`config.mk`:
```
export PLATFORM = sky130hd
export DESIGN_NAME = pds_ea_unit
export DESIGN_NICKNAME = d
export VERILOG_FILES = /design/src/verilog/pds_pkg.sv /design/src/verilog/pds_step_if.sv /design/src/verilog/pds_ea_unit.sv /design/src/verilog/pds_page_regs.sv /design/src/verilog/pds_ea_calc.sv
export VERILOG_INCLUDE_DIRS = /design/src /design/src/verilog
export SDC_FILE = /design/constraint.sdc
export NUM_CORES = 1
export LEC_CHECK = 0
export ABC_AREA = 1
export BUFFER_PORTS_ARGS = -buffer_cell sky130_fd_sc_hd__buf_2
export CORE_ASPECT_RATIO = 0.8
export CORE_MARGIN = 4
export CORE_UTILIZATION = 45
export CTS_CLUSTER_SIZE = 8
export DETAILED_ROUTE_END_ITERATION = 7
export PLACE_DENSITY_LB_ADDON = 0.2
export SETUP_SLACK_MARGIN = 0.3
export SLEW_MARGIN = 20
export SYNTH_ARGS = -nofsm -noshare
export SYNTH_HDL_FRONTEND = slang
export SYNTH_SLANG_ARGS = --single-unit
```
`constraint.sdc`:
```
create_clock -name clk -period 5.4 [get_ports clk]
set_input_delay 0.27 -clock clk [delete_from_list [all_inputs] [get_ports clk]]
set_output_delay 0.27 -clock clk [all_outputs]
set_load 0.02 [all_outputs]
```
`src/verilog/pds_cfg.svh`:
```
`ifndef PDS_CFG_SVH
`define PDS_CFG_SVH

// widths
`define PDS_ADDR_W        16
`define PDS_PAGE_W        10
`define PDS_WIN_BIT       15

// page map boundaries
`define PDS_PAGE_ZERO     10'h000
`define PDS_EDS_FIRST     10'h001
`define PDS_EDS_LAST      10'h1FF
`define PDS_LSW_FIRST     10'h200
`define PDS_LSW_LAST      10'h2FF
`define PDS_MSB_FIRST     10'h300
`define PDS_MSB_LAST      10'h3FF

// reset values of the page registers
`define PDS_RD_PAGE_RST   10'h001
`define PDS_WR_PAGE_RST   10'h001

`endif

```
`src/verilog/pds_pkg.sv`:
```
package pds_pkg;

    typedef enum logic [2:0] {
        PDS_MODE_DIRECT,
        PDS_MODE_IND_PLAIN,
        PDS_MODE_PRE_MOD,
        PDS_MODE_POST_MOD,
        PDS_MODE_REG_OFFSET,
        PDS_MODE_MODULO,
        PDS_MODE_BIT_REV
    } pds_mode_type;

    typedef enum logic [2:0] {
        PDS_SPACE_BASE,
        PDS_SPACE_ZERO,
        PDS_SPACE_EDS,
        PDS_SPACE_LSW,
        PDS_SPACE_MSB
    } pds_space_type;

    typedef enum logic [1:0] {
        PDS_ERR_NONE,
        PDS_ERR_PAGE_ZERO,
        PDS_ERR_PS_WRITE
    } pds_err_type;

endpackage

```
`src/verilog/pds_step_if.sv`:
```
`timescale 1ns/1ps
`include "pds_cfg.svh"

interface pds_step_if #(parameter int PAGE_W = `PDS_PAGE_W);
    logic              stepEn;
    logic              stepUp;
    logic              stepWrite;
    logic [PAGE_W-1:0] readPage;
    logic [PAGE_W-1:0] writePage;

    modport regs (input stepEn, stepUp, stepWrite, output readPage, writePage);
    modport user (output stepEn, stepUp, stepWrite, input readPage, writePage);
endinterface

```
`src/verilog/pds_ea_unit.sv`:
```
// What this block does
// [RULE1] separate page registers for data reads and data writes
// [RULE2] one move reads via read page and writes via write page
// [RULE3] read page may sit in program window while write page is extended
// [RULE4] a crossing clears address bit 15 before any page correction
// [RULE5] crossings count only when the start address is in a paged window
// [RULE6] only pre or post modified indirect steps pages; register offset never
// [RULE7] overflow increments the active page and sets address bit 15
// [RULE8] underflow decrements the active page and sets address bit 15
// [RULE9] multi-page linear space only through register indirect modes
// [RULE10] offset, modulo, bit-reversed crossings set bit 15, page unchanged
// [RULE11] page zero, extended and window edges override the normal step
// [RULE12] overflow on last extended page keeps page, clears bit 15
// [RULE13] extended access with page zero raises an address error
// [RULE14] program space writes through the write page raise an address error
// [RULE15] addresses with bit 15 clear go to base space, pages ignored
`timescale 1ns/1ps
`include "pds_cfg.svh"

module pds_ea_unit
    import pds_pkg::*;
#(
    parameter int ADDR_W = `PDS_ADDR_W,
    parameter int PAGE_W = `PDS_PAGE_W
) (
    // clock and reset
    input  wire logic              clk,
    input  wire logic              rst,
    // page register load from the core
    input  wire logic              pageLoadEn,
    input  wire logic              pageLoadWrite,
    input  wire logic [PAGE_W-1:0] pageLoadData,
    // address request
    input  wire logic              reqValid,
    input  wire logic              reqWrite,
    input  wire pds_mode_type      reqMode,
    input  wire logic [ADDR_W-1:0] reqBase,
    input  wire logic [ADDR_W-1:0] reqModifier,
    // address answer
    output logic                   ackValid_q,
    output logic [ADDR_W-1:0]      accessAddr_q,
    output logic [PAGE_W-1:0]      accessPage_q,
    output pds_space_type          accessSpace_q,
    output logic [ADDR_W-1:0]      pointer_q,
    output logic                   pageStepped_q,
    output logic                   wrapped_q,
    output logic                   addrErr_q,
    output pds_err_type            errCause_q,
    // page register view
    output logic [PAGE_W-1:0]      readPage,
    output logic [PAGE_W-1:0]      writePage
);
    // ****************************************************
    // page registers and adder
    // ****************************************************
    pds_step_if #(.PAGE_W(PAGE_W)) stepBus ();

    pds_page_regs #(.PAGE_W(PAGE_W)) pageRegs (
        .clk       (clk),
        .rst       (rst),
        .loadEn    (pageLoadEn),
        .loadWrite (pageLoadWrite),
        .loadData  (pageLoadData),
        .step      (stepBus.regs)
    );

    logic [ADDR_W-1:0] rawAddr;
    logic              overflow;
    logic              underflow;

    pds_ea_calc #(.ADDR_W(ADDR_W)) eaCalc (
        .base      (reqBase),
        .modifier  (reqModifier),
        .rawAddr   (rawAddr),
        .overflow  (overflow),
        .underflow (underflow)
    );

    assign readPage  = stepBus.readPage;
    assign writePage = stepBus.writePage;

    // ****************************************************
    // helpers
    // ****************************************************
    function automatic pds_space_type spaceOf(input logic win,
                                              input logic [PAGE_W-1:0] p);
        if (!win) begin
            spaceOf = PDS_SPACE_BASE; // [RULE15]
        end else if (p == `PDS_PAGE_ZERO) begin
            spaceOf = PDS_SPACE_ZERO;
        end else if (p <= `PDS_EDS_LAST) begin
            spaceOf = PDS_SPACE_EDS;
        end else if (p <= `PDS_LSW_LAST) begin
            spaceOf = PDS_SPACE_LSW;
        end else begin
            spaceOf = PDS_SPACE_MSB;
        end
    endfunction

    function automatic logic isPaged(input pds_space_type s);
        isPaged = (s != PDS_SPACE_BASE) && (s != PDS_SPACE_ZERO);
    endfunction

    // overflow off the last extended or last window page cannot step up
    function automatic logic atTopEdge(input logic [PAGE_W-1:0] p);
        atTopEdge = (p == `PDS_EDS_LAST) || (p == `PDS_MSB_LAST);
    endfunction

    // underflow below the first extended or first low-word page cannot step down
    function automatic logic atBottomEdge(input logic [PAGE_W-1:0] p);
        atBottomEdge = (p == `PDS_EDS_FIRST) || (p == `PDS_LSW_FIRST);
    endfunction

    // program space is read-only through the window
    function automatic logic isProgram(input pds_space_type s);
        isProgram = (s == PDS_SPACE_LSW) || (s == PDS_SPACE_MSB);
    endfunction

    // ****************************************************
    // mode decode
    // ****************************************************
    logic              modified;
    logic              stepMode;
    logic              preAccess;
    logic              movesPointer;
    logic [PAGE_W-1:0] activePage;
    pds_space_type     startSpace;
    logic              startPaged;

    always_comb begin
        modified     = 1'b0;
        stepMode     = 1'b0;
        preAccess    = 1'b0;
        movesPointer = 1'b0;
        case (reqMode)
            PDS_MODE_PRE_MOD: begin
                modified     = 1'b1;
                stepMode     = 1'b1; // [RULE6]
                preAccess    = 1'b1;
                movesPointer = 1'b1;
            end
            PDS_MODE_POST_MOD: begin
                modified     = 1'b1;
                stepMode     = 1'b1; // [RULE6]
                movesPointer = 1'b1;
            end
            PDS_MODE_REG_OFFSET: begin
                modified  = 1'b1;
                preAccess = 1'b1;
            end
            PDS_MODE_MODULO,
            PDS_MODE_BIT_REV: begin
                modified     = 1'b1;
                movesPointer = 1'b1;
            end
            PDS_MODE_DIRECT,
            PDS_MODE_IND_PLAIN: begin
                // pointer used as it stands, no page effect
                modified = 1'b0;
            end
            default: begin
                modified = 1'b0;
            end
        endcase
    end

    // reads follow the read page, writes the write page, so one move spans both
    assign activePage = reqWrite ? stepBus.writePage : stepBus.readPage; // [RULE2] [RULE3]
    assign startSpace = spaceOf(reqBase[`PDS_WIN_BIT], activePage);
    assign startPaged = isPaged(startSpace); // [RULE5]

    // ****************************************************
    // crossing and boundary handling
    // ****************************************************
    logic              crossing;
    logic [ADDR_W-1:0] newAddr;
    logic [PAGE_W-1:0] newPage;
    logic              doStep;
    logic              stepUp;
    logic              wrapped;

    assign crossing = modified && (overflow || underflow);

    always_comb begin
        newAddr = modified ? rawAddr : reqBase; // [RULE9]
        newPage = activePage;
        doStep  = 1'b0;
        stepUp  = overflow;
        wrapped = 1'b0;
        if (crossing && stepMode && startPaged) begin
            // raw sum already has bit 15 clear here
            newAddr = rawAddr; // [RULE4]
            if (overflow) begin
                if (atTopEdge(activePage)) begin
                    newAddr[`PDS_WIN_BIT] = 1'b0; // [RULE11] [RULE12]
                end else begin
                    newPage               = PAGE_W'(activePage + 1'b1); // [RULE7]
                    doStep                = 1'b1;
                    newAddr[`PDS_WIN_BIT] = 1'b1; // [RULE7]
                end
            end else begin
                if (atBottomEdge(activePage)) begin
                    newAddr[`PDS_WIN_BIT] = 1'b0; // [RULE11]
                end else begin
                    newPage               = PAGE_W'(activePage - 1'b1); // [RULE8]
                    doStep                = 1'b1;
                    newAddr[`PDS_WIN_BIT] = 1'b1; // [RULE8]
                end
            end
        end else if (crossing) begin
            // wrap inside the current page
            newAddr[`PDS_WIN_BIT] = 1'b1; // [RULE10]
            wrapped               = 1'b1;
        end
    end

    // ****************************************************
    // access target and address error
    // ****************************************************
    logic [ADDR_W-1:0] accessAddr;
    logic [PAGE_W-1:0] accessPage;
    pds_space_type     accessSpace;
    pds_err_type       errCause;

    assign accessAddr  = preAccess ? newAddr : reqBase;
    assign accessPage  = (reqMode == PDS_MODE_PRE_MOD) ? newPage : activePage;
    assign accessSpace = spaceOf(accessAddr[`PDS_WIN_BIT], accessPage);

    always_comb begin
        errCause = PDS_ERR_NONE;
        if (accessSpace == PDS_SPACE_ZERO) begin
            errCause = PDS_ERR_PAGE_ZERO; // [RULE13]
        end else if (reqWrite && isProgram(accessSpace)) begin
            errCause = PDS_ERR_PS_WRITE; // [RULE14]
        end
    end

    // ****************************************************
    // page step request
    // ****************************************************
    logic stepAllowed;

    // a trapped access leaves the page registers alone so software can retry
    assign stepAllowed       = doStep && (errCause == PDS_ERR_NONE);
    assign stepBus.stepEn    = reqValid && stepAllowed;
    assign stepBus.stepUp    = stepUp;
    // only the register that serves this access moves
    assign stepBus.stepWrite = reqWrite; // [RULE1]

    // ****************************************************
    // answer registers
    // ****************************************************
    always_ff @(posedge clk or posedge rst) begin
        if (rst) begin
            ackValid_q <= 1'b0;
        end else begin
            ackValid_q <= reqValid;
        end
    end

    // one-cycle trap pulse; the cause stays with the data outputs
    always_ff @(posedge clk or posedge rst) begin
        if (rst) begin
            addrErr_q <= 1'b0;
        end else begin
            addrErr_q <= reqValid && (errCause != PDS_ERR_NONE);
        end
    end

    always_ff @(posedge clk or posedge rst) begin
        if (rst) begin
            accessAddr_q <= '0;
            accessPage_q <= '0;
        end else if (reqValid) begin
            accessAddr_q <= accessAddr;
            accessPage_q <= accessPage;
        end
    end

    always_ff @(posedge clk or posedge rst) begin
        if (rst) begin
            accessSpace_q <= PDS_SPACE_BASE;
            errCause_q    <= PDS_ERR_NONE;
        end else if (reqValid) begin
            accessSpace_q <= accessSpace;
            errCause_q    <= errCause;
        end
    end

    always_ff @(posedge clk or posedge rst) begin
        if (rst) begin
            pointer_q <= '0;
        end else if (reqValid) begin
            // register offset never writes the pointer back
            pointer_q <= movesPointer ? newAddr : reqBase; // [RULE6]
        end
    end

    always_ff @(posedge clk or posedge rst) begin
        if (rst) begin
            pageStepped_q <= 1'b0;
            wrapped_q     <= 1'b0;
        end else if (reqValid) begin
            pageStepped_q <= stepAllowed;
            wrapped_q     <= wrapped;
        end
    end
endmodule

```
`src/verilog/pds_page_regs.sv`:
```
`timescale 1ns/1ps
`include "pds_cfg.svh"

module pds_page_regs #(
    parameter int PAGE_W = `PDS_PAGE_W
) (
    // clock and reset
    input  wire logic              clk,
    input  wire logic              rst,
    // software load
    input  wire logic              loadEn,
    input  wire logic              loadWrite,
    input  wire logic [PAGE_W-1:0] loadData,
    // step port
    pds_step_if.regs               step
);
    logic [PAGE_W-1:0] readPage_q;
    logic [PAGE_W-1:0] writePage_q;

    function automatic logic [PAGE_W-1:0] stepPage(input logic [PAGE_W-1:0] p,
                                                   input logic up);
        stepPage = up ? PAGE_W'(p + 1'b1) : PAGE_W'(p - 1'b1);
    endfunction

    // a software load in the same cycle as a step wins: the program owns the page
    always_ff @(posedge clk or posedge rst) begin
        if (rst) begin
            readPage_q <= `PDS_RD_PAGE_RST;
        end else if (loadEn && !loadWrite) begin
            readPage_q <= loadData;
        end else if (step.stepEn && !step.stepWrite) begin
            readPage_q <= stepPage(readPage_q, step.stepUp); // [RULE1]
        end
    end

    always_ff @(posedge clk or posedge rst) begin
        if (rst) begin
            writePage_q <= `PDS_WR_PAGE_RST;
        end else if (loadEn && loadWrite) begin
            writePage_q <= loadData;
        end else if (step.stepEn && step.stepWrite) begin
            writePage_q <= stepPage(writePage_q, step.stepUp); // [RULE1]
        end
    end

    assign step.readPage  = readPage_q;
    assign step.writePage = writePage_q;
endmodule

```
`src/verilog/pds_ea_calc.sv`:
```
`timescale 1ns/1ps
`include "pds_cfg.svh"

module pds_ea_calc #(
    parameter int ADDR_W = `PDS_ADDR_W
) (
    // operands
    input  wire logic [ADDR_W-1:0] base,
    input  wire logic [ADDR_W-1:0] modifier,
    // result
    output logic      [ADDR_W-1:0] rawAddr,
    output logic                   overflow,
    output logic                   underflow
);
    logic [ADDR_W:0] sum;

    // the modifier is two's complement; only a window address can cross
    assign sum       = {1'b0, base} + {1'b0, modifier};
    assign rawAddr   = sum[ADDR_W-1:0];
    assign overflow  = base[ADDR_W-1] && !modifier[ADDR_W-1] && sum[ADDR_W];
    assign underflow = base[ADDR_W-1] && modifier[ADDR_W-1] && !rawAddr[ADDR_W-1];
endmodule

```
==> impl_metrics.py <==
metrics = {
    "global_routing": {
        "grt_pass1_vias": 5352,
        "grt.overflow.total": 0,
        "grt_max_degree": 72,
        "grt_pass1_wl_mm": 28.16,
        "antenna_found_initial": 0,
        "track_usage_pct": 23.68,
    },
    "synthesis": {
        "synth.most_common_cell": "nand2_1",
        "async_flop_share_pct": 100.0,
        "yosysTopAreaCell": "dfrtp_1",
        "synth_nets": 981,
        "ys_seq_area_share_pct": 30.31,
        "ys.flop_type": "dfrtp_1",
        "synth.area.top_cells": "dfrtp_1, nand2_1, ha_1",
        "syn-instance-count": 891,
        "syn_area_per_cell_um2": 6.587,
        "synth_edf_count": 0,
        "ys_types": 45,
        "ys_top_cells_by_count": "nand2_1, inv_1, nor2_1",
        "yosysWarningCount": 0,
        "synth_area_um2": 5869,
        "synth_top_area_share_pct": 29.42,
        "synth.ff_latch_count": 71,
    },
    "timing": {
        "fin_crit_ns": 3.838,
        "hold_viol_final": 0,
        "fin_ws_ns": 1.562,
        "period_share_pct": 71.08,
        "relSlewSlack_pct": 38.48,
        "grt_setup_unrepaired": "false",
        "timing.hold.ws_ns": 0.2097,
        "drv_slew": 0,
        "setup_viol": 0,
        "fmax_ghz": 0.2605,
        "fin_setup_tns_ns": 0,
        "skew_ns": 0.007445,
        "tightest_slew_ns": 0.9227,
    },
    "status": {
        "outcome": "finished clean",
    },
    "clocking": {
        "clock_latency_ns": 0.34,
        "cts_buffers": 9,
        "hold_buffers": 0,
        "path_clk_slew_ns": 0.06,
        "htree_levels": 3,
        "cts_sinks": 71,
        "post_cts_buffers": 0,
        "ctsResizeCount": 0,
        "clk_path_buf_depth": 2,
        "cts_tree": "built",
        "clock-root-buffer": "clkbuf_16",
    },
    "power": {
        "intPower_mw": 1.534,
        "ir_worst_vdd_uv": 183.4,
        "power.density_nw_per_um2": 416.1,
        "p_clk_share_pct": 20.9,
        "cellLeakagePower_nw": 3.744,
        "netSwitchingPower_mw": 1.321,
        "power_frac_seq_pct": 28.3,
        "switching_share_pct": 46.25,
        "pwr-share-comb_pct": 50.9,
    },
    "cells_and_area": {
        "finalCoreUtilization_pct": 53.51,
        "area_delta_synth_final_pct": 16.90,
        "antenna_cells": 0,
        "fin_area_um2": 6862,
        "fin_nets": 1088,
        "drive_above_1_share_pct": 17.35,
    },
    "die": {
        "fp.dieH_um": 110.2,
        "dieArea_um2": 14950,
        "coreArea_um2": 12820,
        "die_w_um": 135.7,
        "rows": 37,
        "ios": 122,
        "initial_utilization_pct": 45.77,
    },
    "setup_path": {
        "rr_startpoint": "pageRegs.step.writePage[0]",
        "cp.required_ns": 5.63,
        "worstSetupStartpointType": "input pin",
        "critical-path-top-delay-family": "simple AND/OR/NAND/NOR gates",
        "reg2reg_depth": 21,
        "path_common_cell": "nand2_1",
        "path_max_fanout": 26,
        "critPathSlowestCell": "fa_1",
        "crit_path_end_kind": "flip-flop",
        "r2r-end": "pageRegs.step.readPage[5]",
        "path_class": "input pin to flip-flop",
        "r2r_slack_ns": 1.64,
        "crit_path_max_incr_delay_ns": 0.39,
        "crit_buf_inv": 5,
        "crit_arrival_ns": 4.07,
    },
    "routing": {
        "drt_first_iter_violations": 665,
        "drt.antenna.violating_nets": 0,
        "drt_wl_total_mm": 17.26,
        "viasPerCell": 5.167,
        "wire_per_inst_um": 14.65,
        "drt-pass1-iter-count": 5,
        "vias": 6087,
        "drcViolationCount": 0,
    },
    "hold_path": {
        "worstHoldPathType": "input pin to asynchronous set/reset pin",
    },
    "place": {
        "place_area_um2": 6570,
        "hpwl_mm": 12.97,
        "post-place-ws_ns": 1.308,
        "portBuffers": 121,
        "place_congestion": 0.9733,
    },
    "job": {
        "maxCapViolCount": 0,
    },
}
[worst max path at each step]
stage               depth (start not counted)                         end        from  slack [ns]
global route                               27  pageRegs.step.writePage[9]  reqBase[0]        1.08
floorplan                                  27  pageRegs.step.writePage[9]  reqBase[0]        2.08
global placement                           28  pageRegs.step.writePage[9]  reqBase[0]        1.38
detailed placement                         27  pageRegs.step.writePage[9]  reqBase[0]        1.31
CTS                                        27  pageRegs.step.writePage[9]  reqBase[0]        1.60
finish                                     27  pageRegs.step.writePage[9]  reqBase[0]        1.56
[sequential cells by signal, summed over array words and instances, names as in the netlist]
name	count
pageRegs.step.writePage	10
accessAddr_q	16
pageStepped_q	1
pointer_q	16
pageRegs.step.readPage	10
errCause_q	2
ackValid_q	1
accessPage_q	10
wrapped_q	1
addrErr_q	1
accessSpace_q	3
[cells by family after synthesis]
kind of cell	synth area share, %
buf+inv	8.228
fa+ha+maj	8.698
flops	30.31
xor+xnor	2.984
mux	0.5116
simple gates	35.64
compound gates	13.62
[cells in the final DEF, fill, tap and decap left out, drive strengths merged, types with 10 or more instances in the layout]
| cell type | n |
|---|---|
| o21ai | 68 |
| inv | 86 |
| dfrtp | 69 |
| xor2 | 11 |
| nand3 | 72 |
| a31oi | 13 |
| buf | 125 |
| clkbuf | 10 |
| a21oi | 48 |
| nand2 | 318 |
| ha | 36 |
| nor2 | 82 |
[metal layers]
layer,global-route usage [%],routed length [µm],up-vias
met1,38.12,8808,2737
met2,33.17,7102,223
met4,4.676,153,0
met3,3.584,1191,16
met5,0,0,-
li1,-,-,3111
[layout make-up]
class / count / area [µm²]
clock inverter: 6 / 62.56
clock buffer: 10 / 229.0
inverter: 87 / 329.1
timing repair buffer: 125 / 635.6
multi-input combinational: 704 / 3607
sequential: 71 / 1779
tap: 175 / 219.0
fill: 1334 / 5962
[tightest hold or removal path, cell delays in order]
cell and delay [ns]:
buf_2 0.10, inv_2 0.03, buf_4 0.69
[metrics by stage]
| step | power (mW) | instances |
|---|---|---|
| 2_1_floorplan | 1.836 | 891 |
| 3_3_place_gp | 2.249 | 1162 |
| 3_5_place_dp | 2.252 | 1162 |
| 4_1_cts | 2.862 | 1178 |
| 5_1_grt | 3.111 | 1178 |
| 6_report | 2.855 | 1178 |
[power groups by stage]
stage	Clock, mW	Combinational, mW	Sequential [mW]
2_1_floorplan	0	0.912	0.923
3_3_place_gp	0	1.43	0.816
3_5_place_dp	0	1.44	0.814
4_1_cts	0.607	1.45	0.808
5_1_grt	0.634	1.65	0.826
6_report	0.596	1.45	0.807
Power figures use the tool's default switching activity.
